<file path="src/config_lock_regs.vh">
`ifndef CONFIG_LOCK_REGS_VH
`define CONFIG_LOCK_REGS_VH

// Register indices on the plain register port.
`define IDX_PIN_SEL_EXT1 8'h2a
`define IDX_BLOCK_LOCK 8'h2b
`define IDX_PIN_SEL_EXT2 8'h2c

// Logical device number that opens the pin selection registers to writes.
`define LDN_GLOBAL_CFG 8'h07

// Reset values.
`define RST_PIN_SEL_EXT1 8'h00
`define RST_BLOCK_LOCK 8'h00
`define RST_PIN_SEL_EXT2 8'h1f

// First pin selection register fields.
`define EXT1_THERMAL_BIT 6
`define EXT1_PIN_MSB 5
`define EXT1_WMASK 8'h7f

// Lock register fields.
`define LOCK_SW_EN_BIT 7
`define LOCK_GPIO_BIT 6
`define LOCK_KBD_MOUSE_BIT 5
`define LOCK_FAN_BIT 4
`define LOCK_PAR_BIT 3
`define LOCK_SER2_BIT 2
`define LOCK_SER1_BIT 1
`define LOCK_FDC_BIT 0

// Second pin selection register fields.
`define EXT2_FAN5_BIT 4
`define EXT2_FAN4_BIT 3
`define EXT2_RST5_BIT 2
`define EXT2_WMASK 8'h1c
`define EXT2_FORCED_ONES 8'h03

// Deferral bit of the clock-run pin in the GPIO set 5 selection.
`define SET5_PIN48_BIT 0

// Pin function codes reported per pin.
`define FUNC_DEDICATED 2'b00
`define FUNC_ALTERNATE 2'b01
`define FUNC_GPIO 2'b10

`endif

</file>
<file path="src/sync_two_stage.v">
`default_nettype none

module sync_two_stage #(
  parameter WIDTH = 1,
  parameter [WIDTH-1:0] RST_VAL = {WIDTH{1'b0}}
) (
  // Clock and reset.
  input wire clk_i,
  input wire rstn_i,
  // Asynchronous level in, synchronised level out.
  input wire [WIDTH-1:0] d_i,
  output wire [WIDTH-1:0] q_o
);

  reg [WIDTH-1:0] meta;
  reg [WIDTH-1:0] stable;

  // The first stage feeds only the second, so no logic sees a metastable value.
  always @(posedge clk_i or negedge rstn_i) begin
    if (!rstn_i) begin
      meta <= RST_VAL;
      stable <= RST_VAL;
    end else begin
      meta <= d_i;
      stable <= meta;
    end
  end

  assign q_o = stable;

endmodule

`default_nettype wire

</file>
<file path="src/pin_route_cell.v">
`include "config_lock_regs.vh"
`default_nettype none

module pin_route_cell #(
  parameter WIDTH = 1
) (
  // Clock and reset.
  input wire clk_i,
  input wire rstn_i,
  // Selection bits per pin.
  input wire [WIDTH-1:0] ext_sel_i,
  input wire [WIDTH-1:0] gpio_sel_i,
  // Candidate drivers per pin.
  input wire [WIDTH-1:0] ded_d_i,
  input wire [WIDTH-1:0] ded_oe_i,
  input wire [WIDTH-1:0] alt_d_i,
  input wire [WIDTH-1:0] alt_oe_i,
  input wire [WIDTH-1:0] gpio_d_i,
  input wire [WIDTH-1:0] gpio_oe_i,
  // Registered pin drive and function code.
  output reg [WIDTH-1:0] pin_o,
  output reg [WIDTH-1:0] pin_oe_o,
  output reg [2*WIDTH-1:0] func_o
);

  integer i;

  // Clear selection keeps the dedicated function; a set bit defers to the second selector.
  always @(posedge clk_i or negedge rstn_i) begin
    if (!rstn_i) begin
      pin_o <= {WIDTH{1'b0}};
      pin_oe_o <= {WIDTH{1'b0}};
      func_o <= {(2*WIDTH){1'b0}};
    end else begin
      for (i = 0; i < WIDTH; i = i + 1) begin
        if (!ext_sel_i[i]) begin
          pin_o[i] <= ded_d_i[i];
          pin_oe_o[i] <= ded_oe_i[i];
          func_o[2*i +: 2] <= `FUNC_DEDICATED;
        end else if (!gpio_sel_i[i]) begin
          pin_o[i] <= alt_d_i[i];
          pin_oe_o[i] <= alt_oe_i[i];
          func_o[2*i +: 2] <= `FUNC_ALTERNATE;
        end else begin
          pin_o[i] <= gpio_d_i[i];
          pin_oe_o[i] <= gpio_oe_i[i];
          func_o[2*i +: 2] <= `FUNC_GPIO;
        end
      end
    end
  end

endmodule

`default_nettype wire

</file>
<file path="src/config_pin_mux_and_lock.v">
`include "config_lock_regs.vh"
`default_nettype none

// Operation
// RL1: Pin selects readable anywhere, writable only LOGICAL_DEVICE_NUMBER 07h.
// RL2: Bit 6 picks motor-B select or thermal alarm.
// RL3: Bits 5-0 dedicated when clear, else GPIO set 1.
// RL4: Active lock freezes chosen blocks, clock select, itself.
// RL5: Software lock bit sticky until hardware reset.
// RL6: Lock bits 6-0 choose which blocks lock.
// RL7: Floppy write-protect bit stays writable under lock.
// RL8: Reset loads 00h, 00h and 1Fh.
// RL9: Bit 4 enables fan set 5, game port off.
// RL10: Bit 3 enables fan set 4, game port off.
// RL11: Bit 2 picks clock-run or bus reset 5.
// RL12: Software writes ones into the two low bits.
// RL13: Deferred pin 84 follows GPIO set 1 bit 0.
// RL14: GPIO set 5 bit 0 makes pin GPIO 50.
// RL15: Reserved bits read zero; two low bits read one.

module config_pin_mux_and_lock (
  // Clock and reset.
  input wire ref_clk_i,
  input wire rstn_i,

  // Register port.
  input wire [7:0] addr_i,
  input wire [7:0] wdata_i,
  input wire wr_i,
  input wire rd_i,
  output reg [7:0] rdata_o,

  // Context from the configuration front end.
  input wire [7:0] logical_device_number_i,
  input wire [7:0] gpio_set1_sel_i,
  input wire [7:0] gpio_set5_sel_i,
  input wire game_port_enabled_i,

  // External lock pin.
  input wire external_lock_n_i,

  // Lock status towards the logical blocks.
  output reg lock_active_o,
  output reg [7:0] ldn_locked_o,
  output reg fdc_wp_writable_o,
  output reg clock_select_locked_o,

  // Fan set enables.
  output reg fan_set4_enable_o,
  output reg fan_set5_enable_o,
  output reg game_port_conflict_o,

  // Dedicated functions of pins 30 to 34 and 84.
  input wire reset_connect_n_i,
  input wire bus_reset_out_1_n_i,
  input wire power_good_out_1_i,
  input wire bus_reset_out_2_n_i,
  input wire bus_reset_out_3_n_i,
  input wire bus_reset_out_4_n_i,

  // Deferred functions of pins 30 to 34 and 84, bit 0 is pin 84.
  input wire [5:0] alt_func_d_i,
  input wire [5:0] alt_func_oe_i,
  input wire [5:0] gpio_set1_d_i,
  input wire [5:0] gpio_set1_oe_i,

  // Drive of pins 30 to 34 and 84, bit 5 is pin 30.
  output wire [5:0] ext_pin_o,
  output wire [5:0] ext_pin_oe_o,
  output wire [11:0] ext_pin_func_o,

  // Pin 53 sources.
  input wire motor_b_select_n_i,
  input wire thermal_alarm_n_i,

  // Pin 53 drive.
  output wire pin53_o,
  output wire pin53_oe_o,
  output wire [1:0] pin53_func_o,

  // Pin 48 sources.
  input wire clkrun_drive_low_i,
  input wire bus_reset_out_5_n_i,
  input wire gpio_line_50_d_i,
  input wire gpio_line_50_oe_i,

  // Pin 48 drive.
  output wire pin48_o,
  output wire pin48_oe_o,
  output wire [1:0] pin48_func_o
);

  // Synchronised reset and lock pin.
  wire rst_n;
  wire ext_lock_n;

  // Register state.
  reg [7:0] pin_sel_ext1;
  reg [7:0] block_lock;
  reg [7:0] pin_sel_ext2;

  // Next values.
  reg [7:0] next_pin_sel_ext1;
  reg [7:0] next_block_lock;
  reg [7:0] next_pin_sel_ext2;
  reg [7:0] next_rdata;

  // Decoded accesses.
  wire ldn_global;
  wire lock_now;
  reg wr_ext1;
  reg wr_lock;
  reg wr_ext2;

  // Pin 48 dedicated candidate.
  wire pin48_ded_d;
  wire pin48_ded_oe;

  // Reset enters asynchronously and is released through two flip-flops.
  sync_two_stage #(
    .WIDTH(1),
    .RST_VAL(1'b0)
  ) u_reset_sync (
    .clk_i(ref_clk_i),
    .rstn_i(rstn_i),
    .d_i(1'b1),
    .q_o(rst_n)
  );

  // The lock pin is asynchronous, so it is synchronised; it resets to unlocked.
  sync_two_stage #(
    .WIDTH(1),
    .RST_VAL(1'b1)
  ) u_lock_pin_sync (
    .clk_i(ref_clk_i),
    .rstn_i(rst_n),
    .d_i(external_lock_n_i),
    .q_o(ext_lock_n)
  );

  // Write gating for the pin selection registers.
  assign ldn_global = (logical_device_number_i == `LDN_GLOBAL_CFG); // [RL1]

  // Lock is live on the software bit or a low pin.
  assign lock_now = block_lock[`LOCK_SW_EN_BIT] | ~ext_lock_n; // [RL4] [RL5]

  // Address decode of writes; reads ignore the device number.
  always @* begin
    wr_ext1 = 1'b0;
    wr_lock = 1'b0;
    wr_ext2 = 1'b0;
    if (wr_i && addr_i == `IDX_PIN_SEL_EXT1) begin
      wr_ext1 = ldn_global; // [RL1]
    end else if (wr_i && addr_i == `IDX_BLOCK_LOCK) begin
      wr_lock = ~lock_now; // [RL4]
    end else if (wr_i && addr_i == `IDX_PIN_SEL_EXT2) begin
      wr_ext2 = ldn_global; // [RL1]
    end
  end

  // Next register values; reserved bits never take a one.
  always @* begin
    next_pin_sel_ext1 = pin_sel_ext1;
    next_block_lock = block_lock;
    next_pin_sel_ext2 = pin_sel_ext2;
    if (wr_ext1) begin
      next_pin_sel_ext1 = wdata_i & `EXT1_WMASK; // [RL15]
    end
    if (wr_lock) begin
      // The enable bit only ever sets; nothing but reset clears it.
      next_block_lock = wdata_i | (block_lock & 8'h80); // [RL5] [RL6]
    end
    if (wr_ext2) begin
      // The two low bits are forced, so a careless write cannot clear them.
      next_pin_sel_ext2 = (wdata_i & `EXT2_WMASK) | `EXT2_FORCED_ONES; // [RL12] [RL15]
    end
  end

  // Register storage.
  always @(posedge ref_clk_i or negedge rst_n) begin
    if (!rst_n) begin
      pin_sel_ext1 <= `RST_PIN_SEL_EXT1; // [RL8]
      block_lock <= `RST_BLOCK_LOCK; // [RL8]
      pin_sel_ext2 <= `RST_PIN_SEL_EXT2; // [RL8]
    end else begin
      pin_sel_ext1 <= next_pin_sel_ext1;
      block_lock <= next_block_lock;
      pin_sel_ext2 <= next_pin_sel_ext2;
    end
  end

  // Read multiplexer; unmapped indices answer zero.
  always @* begin
    next_rdata = 8'h00;
    if (addr_i == `IDX_PIN_SEL_EXT1) begin
      next_rdata = pin_sel_ext1; // [RL1]
    end else if (addr_i == `IDX_BLOCK_LOCK) begin
      next_rdata = block_lock;
    end else if (addr_i == `IDX_PIN_SEL_EXT2) begin
      next_rdata = pin_sel_ext2; // [RL1] [RL15]
    end
  end

  // Read data stand for exactly the cycle after the strobe.
  always @(posedge ref_clk_i or negedge rst_n) begin
    if (!rst_n) begin
      rdata_o <= 8'h00;
    end else if (rd_i) begin
      rdata_o <= next_rdata;
    end else begin
      rdata_o <= 8'h00;
    end
  end

  // Lock status per logical device; the keyboard bit covers both devices 5 and 6.
  always @(posedge ref_clk_i or negedge rst_n) begin
    if (!rst_n) begin
      lock_active_o <= 1'b0;
      ldn_locked_o <= 8'h00;
      fdc_wp_writable_o <= 1'b1;
      clock_select_locked_o <= 1'b0;
    end else begin
      lock_active_o <= lock_now; // [RL4]
      clock_select_locked_o <= lock_now; // [RL4]
      ldn_locked_o[0] <= lock_now & block_lock[`LOCK_FDC_BIT]; // [RL6]
      ldn_locked_o[1] <= lock_now & block_lock[`LOCK_SER1_BIT]; // [RL6]
      ldn_locked_o[2] <= lock_now & block_lock[`LOCK_SER2_BIT]; // [RL6]
      ldn_locked_o[3] <= lock_now & block_lock[`LOCK_PAR_BIT]; // [RL6]
      ldn_locked_o[4] <= lock_now & block_lock[`LOCK_FAN_BIT]; // [RL6]
      ldn_locked_o[5] <= lock_now & block_lock[`LOCK_KBD_MOUSE_BIT]; // [RL6]
      ldn_locked_o[6] <= lock_now & block_lock[`LOCK_KBD_MOUSE_BIT]; // [RL6]
      ldn_locked_o[7] <= lock_now & block_lock[`LOCK_GPIO_BIT]; // [RL6]
      // The write-protect bit is exempt, so this stays high whatever the lock does.
      fdc_wp_writable_o <= 1'b1; // [RL7]
    end
  end

  // Fan sets and a warning when the game port still claims the shared pins.
  always @(posedge ref_clk_i or negedge rst_n) begin
    if (!rst_n) begin
      fan_set4_enable_o <= 1'b0;
      fan_set5_enable_o <= 1'b0;
      game_port_conflict_o <= 1'b0;
    end else begin
      fan_set5_enable_o <= pin_sel_ext2[`EXT2_FAN5_BIT]; // [RL9]
      fan_set4_enable_o <= pin_sel_ext2[`EXT2_FAN4_BIT]; // [RL10]
      game_port_conflict_o <= game_port_enabled_i &
        (pin_sel_ext2[`EXT2_FAN5_BIT] | pin_sel_ext2[`EXT2_FAN4_BIT]); // [RL9] [RL10]
    end
  end

  // Pins 30 to 34 and 84: a clear bit keeps the dedicated output.
  pin_route_cell #(
    .WIDTH(6)
  ) u_ext_pins (
    .clk_i(ref_clk_i),
    .rstn_i(rst_n),
    .ext_sel_i(pin_sel_ext1[`EXT1_PIN_MSB:0]), // [RL3]
    .gpio_sel_i(gpio_set1_sel_i[5:0]), // [RL3] [RL13]
    .ded_d_i({reset_connect_n_i, bus_reset_out_1_n_i, power_good_out_1_i,
      bus_reset_out_2_n_i, bus_reset_out_3_n_i, bus_reset_out_4_n_i}),
    .ded_oe_i(6'h3f),
    .alt_d_i(alt_func_d_i),
    .alt_oe_i(alt_func_oe_i),
    .gpio_d_i(gpio_set1_d_i),
    .gpio_oe_i(gpio_set1_oe_i),
    .pin_o(ext_pin_o),
    .pin_oe_o(ext_pin_oe_o),
    .func_o(ext_pin_func_o)
  );

  // Pin 53 has no GPIO choice, so the second selector is held clear.
  pin_route_cell #(
    .WIDTH(1)
  ) u_pin53 (
    .clk_i(ref_clk_i),
    .rstn_i(rst_n),
    .ext_sel_i(pin_sel_ext1[`EXT1_THERMAL_BIT]), // [RL2]
    .gpio_sel_i(1'b0),
    .ded_d_i(motor_b_select_n_i),
    .ded_oe_i(1'b1),
    .alt_d_i(thermal_alarm_n_i),
    .alt_oe_i(1'b1),
    .gpio_d_i(1'b0),
    .gpio_oe_i(1'b0),
    .pin_o(pin53_o),
    .pin_oe_o(pin53_oe_o),
    .func_o(pin53_func_o)
  );

  // Clock-run is open drain: it drives low only while asked to.
  assign pin48_ded_d = pin_sel_ext2[`EXT2_RST5_BIT] ? bus_reset_out_5_n_i : 1'b0; // [RL11]
  assign pin48_ded_oe = pin_sel_ext2[`EXT2_RST5_BIT] | clkrun_drive_low_i; // [RL11]

  // Pin 48: GPIO 50 overrides both dedicated choices.
  pin_route_cell #(
    .WIDTH(1)
  ) u_pin48 (
    .clk_i(ref_clk_i),
    .rstn_i(rst_n),
    .ext_sel_i(gpio_set5_sel_i[`SET5_PIN48_BIT]), // [RL14]
    .gpio_sel_i(1'b1),
    .ded_d_i(pin48_ded_d),
    .ded_oe_i(pin48_ded_oe),
    .alt_d_i(1'b0),
    .alt_oe_i(1'b0),
    .gpio_d_i(gpio_line_50_d_i),
    .gpio_oe_i(gpio_line_50_oe_i),
    .pin_o(pin48_o),
    .pin_oe_o(pin48_oe_o),
    .func_o(pin48_func_o)
  );

endmodule

`default_nettype wire

</file>
<file path="config.mk">
export PLATFORM = sky130hd
export DESIGN_NAME = config_pin_mux_and_lock
export DESIGN_NICKNAME = d
export VERILOG_FILES = /design/src/sync_two_stage.v /design/src/pin_route_cell.v /design/src/config_pin_mux_and_lock.v
export VERILOG_INCLUDE_DIRS = /design/src
export SDC_FILE = /design/constraint.sdc
export NUM_CORES = 1
export LEC_CHECK = 0
export ABC_AREA = 1
export BUFFER_PORTS_ARGS = -buffer_cell sky130_fd_sc_hd__buf_2
export CAP_MARGIN = 20
export CELL_PAD_IN_SITES_DETAIL_PLACEMENT = 1
export CELL_PAD_IN_SITES_GLOBAL_PLACEMENT = 1
export CORE_MARGIN = 5
export CORE_UTILIZATION = 30
export CTS_CLUSTER_SIZE = 20
export DETAILED_ROUTE_END_ITERATION = 6
export PLACE_DENSITY_LB_ADDON = 0.1
export SLEW_MARGIN = 20
export SYNTH_ARGS = -nofsm -noshare
export SYNTH_HDL_FRONTEND = slang
export SYNTH_SLANG_ARGS = --single-unit
</file>
<file path="constraint.sdc">
create_clock -name ref_clk_i -period 2.15 [get_ports ref_clk_i]
set_clock_uncertainty 0.1 [all_clocks]
set_input_delay 0.1075 -clock ref_clk_i [delete_from_list [all_inputs] [get_ports ref_clk_i]]
set_output_delay 0.1075 -clock ref_clk_i [all_outputs]
set_load 0.01 [all_outputs]
</file>
==> impl_results.md <==
- Peak supply drop: 378 uV
- Largest net degree at the start of global routing: 70
- Clk_lat worst skew: 0.34 ns
- Post-CTS Hold Buffers: around 50
- First-pass GRT wire length: 13700 um
- Crit Path Class: flop to flop
- CP required: 2.27 ns
- CTS Buffer Depth: 2
- Post-Route WL: 8350 um
- Clk sinks: 71
- # Post-CTS Setup Buffers: 0
- HP Class: input pin to flop
- Setup ws final: 0.589 ns
- DR WL met3: 533 um
- Power Density: between 600 and 700 nW/um^2
- Filler cells: around 1.1k
- Setup TNS: 0 ns
- Number of distinct library cells after synthesis: 23
- RSZ-0062 raised after global routing: no
- Final setup vio count: 0
- Worst-path clk slew: 0.07 ns
- Inserted Diodes: 0
- Syn Area/Cell: 9.29 sq um
- Final nets: 572
- Die W: 108 um
- Worst R2R End: u_pin53.pin_o
- Hold Vio Cnt, Final: 0
- Share of cells above drive strength 1: 0.319
- Cell Area, Synth: 2880 sq um
- Starting Density: 0.310
- Num CTS Buffers: 9
- Syn Inst Count: 310
- TritonCTS clock tree: built
- Routed Antenna Nets: 0
- Pre-CTS setup slack: 0.675 ns
- Crit end category: flop
- Crit share post-route: 0.726
- Io pins: 136
- R2R setup slack: 0.59 ns
- Chip height: 108 um
- Worst hold stages: 3
- Worst r2r src: pin_sel_ext1[6]
- Critical path arrival: 1.68 ns
- Max Cap Viol: 0
- Syn-to-layout area delta: 51.1%
- F_max: 0.641 GHz
- DR DRC count: 0
- Slew margin rel.: 0.657
- Vias: 2619
- Core area: 9280 sq um
- Drt pass-1 iters: 4
- PortBufs: 123
- Met2 WL: 4100 um
- Critical hold path startpoint: wr_i
- FF+latch count, synth: 71
- DP Wirelength: 6010 um
- Max Slew Vio Count: 0
- DRT met1 WL: 3630 um
- Die area: 11700 sq um
- Resized Gates After CTS: 0
- Tot Pwr: 2.72 mW
- Global-route usage over all layers: 0.150
- Slew @ Worst Pin: 0.514 ns
- Top Metal Used: met4
- Initial drt markers: 73
- Crit start category: flop
- Leakage: 2.38 nW
- R2R cell count: 2
- Worst Hold End: pin_sel_ext2[2]
- H-tree Lvls: 3
- Min Hold Slack: 0.0230 ns
- Outcome: complete, no violations
- Global route overflow: 0
- Clock tree root buffer cell: clkbuf_8
- Routed wire per std cell: between 10 and 15 um
- Synth warn: 0
- Initial antenna violation count: 0
- Minimum clock period: 1.56 ns
- Routed vias/inst: 4.20
- Gpl congestion: 0.734
- Seq/Total Area, Yosys: 0.619
- Row count: 35
- Vias in the first global route: ~2.7k
- Worst Path Max Fanout: 4
[cell type report]
| cell class | count | area (sq um) | share of cell area |
|---|---|---|---|
| repair buffers | 176 | 1150 | 0.265 |
| clock buffers | 10 | 128 | 0.0293 |
| multi-input cells | 193 | 891 | 0.205 |
| clock inverters | 6 | 85.1 | 0.0196 |
| inverters | 39 | 146 | 0.0337 |
| flip-flops and latches | 71 | 1780 | 0.410 |
| well taps | 129 | 161 | 0.0371 |
[how the worst max path moves through the flow]
stage | from | end | slack, ns | cells after the start
finish | pin_sel_ext1[6] | u_pin53.pin_o | 0.59 | 2
global route | u_lock_pin_sync.q_o | block_lock[5] | 0.51 | 5
CTS | pin_sel_ext1[6] | u_pin53.pin_o | 0.62 | 2
detailed placement | addr_i[4] | block_lock[1] | 0.67 | 9
global placement | addr_i[4] | block_lock[6] | 0.70 | 9
floorplan | u_reset_sync.q_o | block_lock[0] | 0.84 | 0
[cells in the mapped netlist]
| cell | count | area (sq um) |
|---|---|---|
| nor2_4 | 3 | 33.8 |
| o21a_1 | 1 | 7.51 |
| nor3_1 | 7 | 35.0 |
| nand4_1 | 13 | 81.3 |
| dfrtp_1 | 66 | 1650 |
| nor2_1 | 34 | 128 |
| buf_2 | 2 | 10.0 |
| conb_1 | 2 | 7.51 |
| nand2_4 | 2 | 22.5 |
| nand2_2 | 3 | 18.8 |
| a21oi_1 | 3 | 15.0 |
| nand3_2 | 1 | 10.0 |
| buf_4 | 6 | 45.0 |
| o21ai_0 | 1 | 5.00 |
| inv_2 | 1 | 3.75 |
| clkbuf_1 | 1 | 3.75 |
| nand2_1 | 85 | 319 |
| nand3_1 | 33 | 165 |
| inv_1 | 38 | 143 |
| dfstp_2 | 5 | 131 |
| buf_6 | 1 | 11.3 |
| mux2_2 | 1 | 11.3 |
| nor2_8 | 1 | 20.0 |
[critical path: stages (launching register included)]
cell and delay, ns:
dfrtp_1 0.42, mux2_2 0.36, dlygate4sd3_1 0.56
[registers in the layout, summed over array words and instances (netlist names), 3 cells and up]
register,cells
pin_sel_ext2,3
u_ext_pins.pin_oe_o,6
rdata_o,8
u_ext_pins.func_o,12
pin_sel_ext1,7
u_ext_pins.pin_o,6
block_lock,8
ldn_locked_o,7
[metal layers]
layer	vias up	GRT usage
met5	-	0
met4	0	0.0379
met3	8	0.0460
met2	81	0.253
met1	1211	0.188
li1	1319	-
[layout by cell type (no fill, tap or decap), types with 7 or more instances in the layout]
master | Yosys | layout
dfrtp_1 | 66 | 65
clkbuf_8 | 0 | 9
nor2_1 | 34 | 34
inv_1 | 38 | 38
buf_2 | 2 | 123
nand2_1 | 85 | 85
nand3_1 | 33 | 33
dlygate4sd3_1 | 0 | 51
nor3_1 | 7 | 7
nand4_1 | 13 | 13
[through the flow]
step           area, sq um  std cells   util
3_5_place_dp          3630        557  0.391
2_1_floorplan         2890        313      -
4_1_cts               4350        624  0.468
6_report              4350        624  0.468
5_1_grt               4350        624  0.468
3_3_place_gp          3630        557  0.391
[kinds of logic (layout without fill, tap and decap cells)]
logic type,count (synthesis),count (layout),share of synthesized area
simple gates,182,182,0.289
flops,71,71,0.619
buf+inv,49,231,0.0752
compound gates,5,5,0.00956
other cells,2,5,0.00261
mux,1,1,0.00391
[report_power, final]
group | total, mW | switching [mW] | internal [mW]
clock | 1.13 | 0.485 | 0.649
combinational | 0.233 | 0.109 | 0.124
sequential | 1.36 | 0.00392 | 1.35
Note: power is estimated with default switching activity, not from simulation.
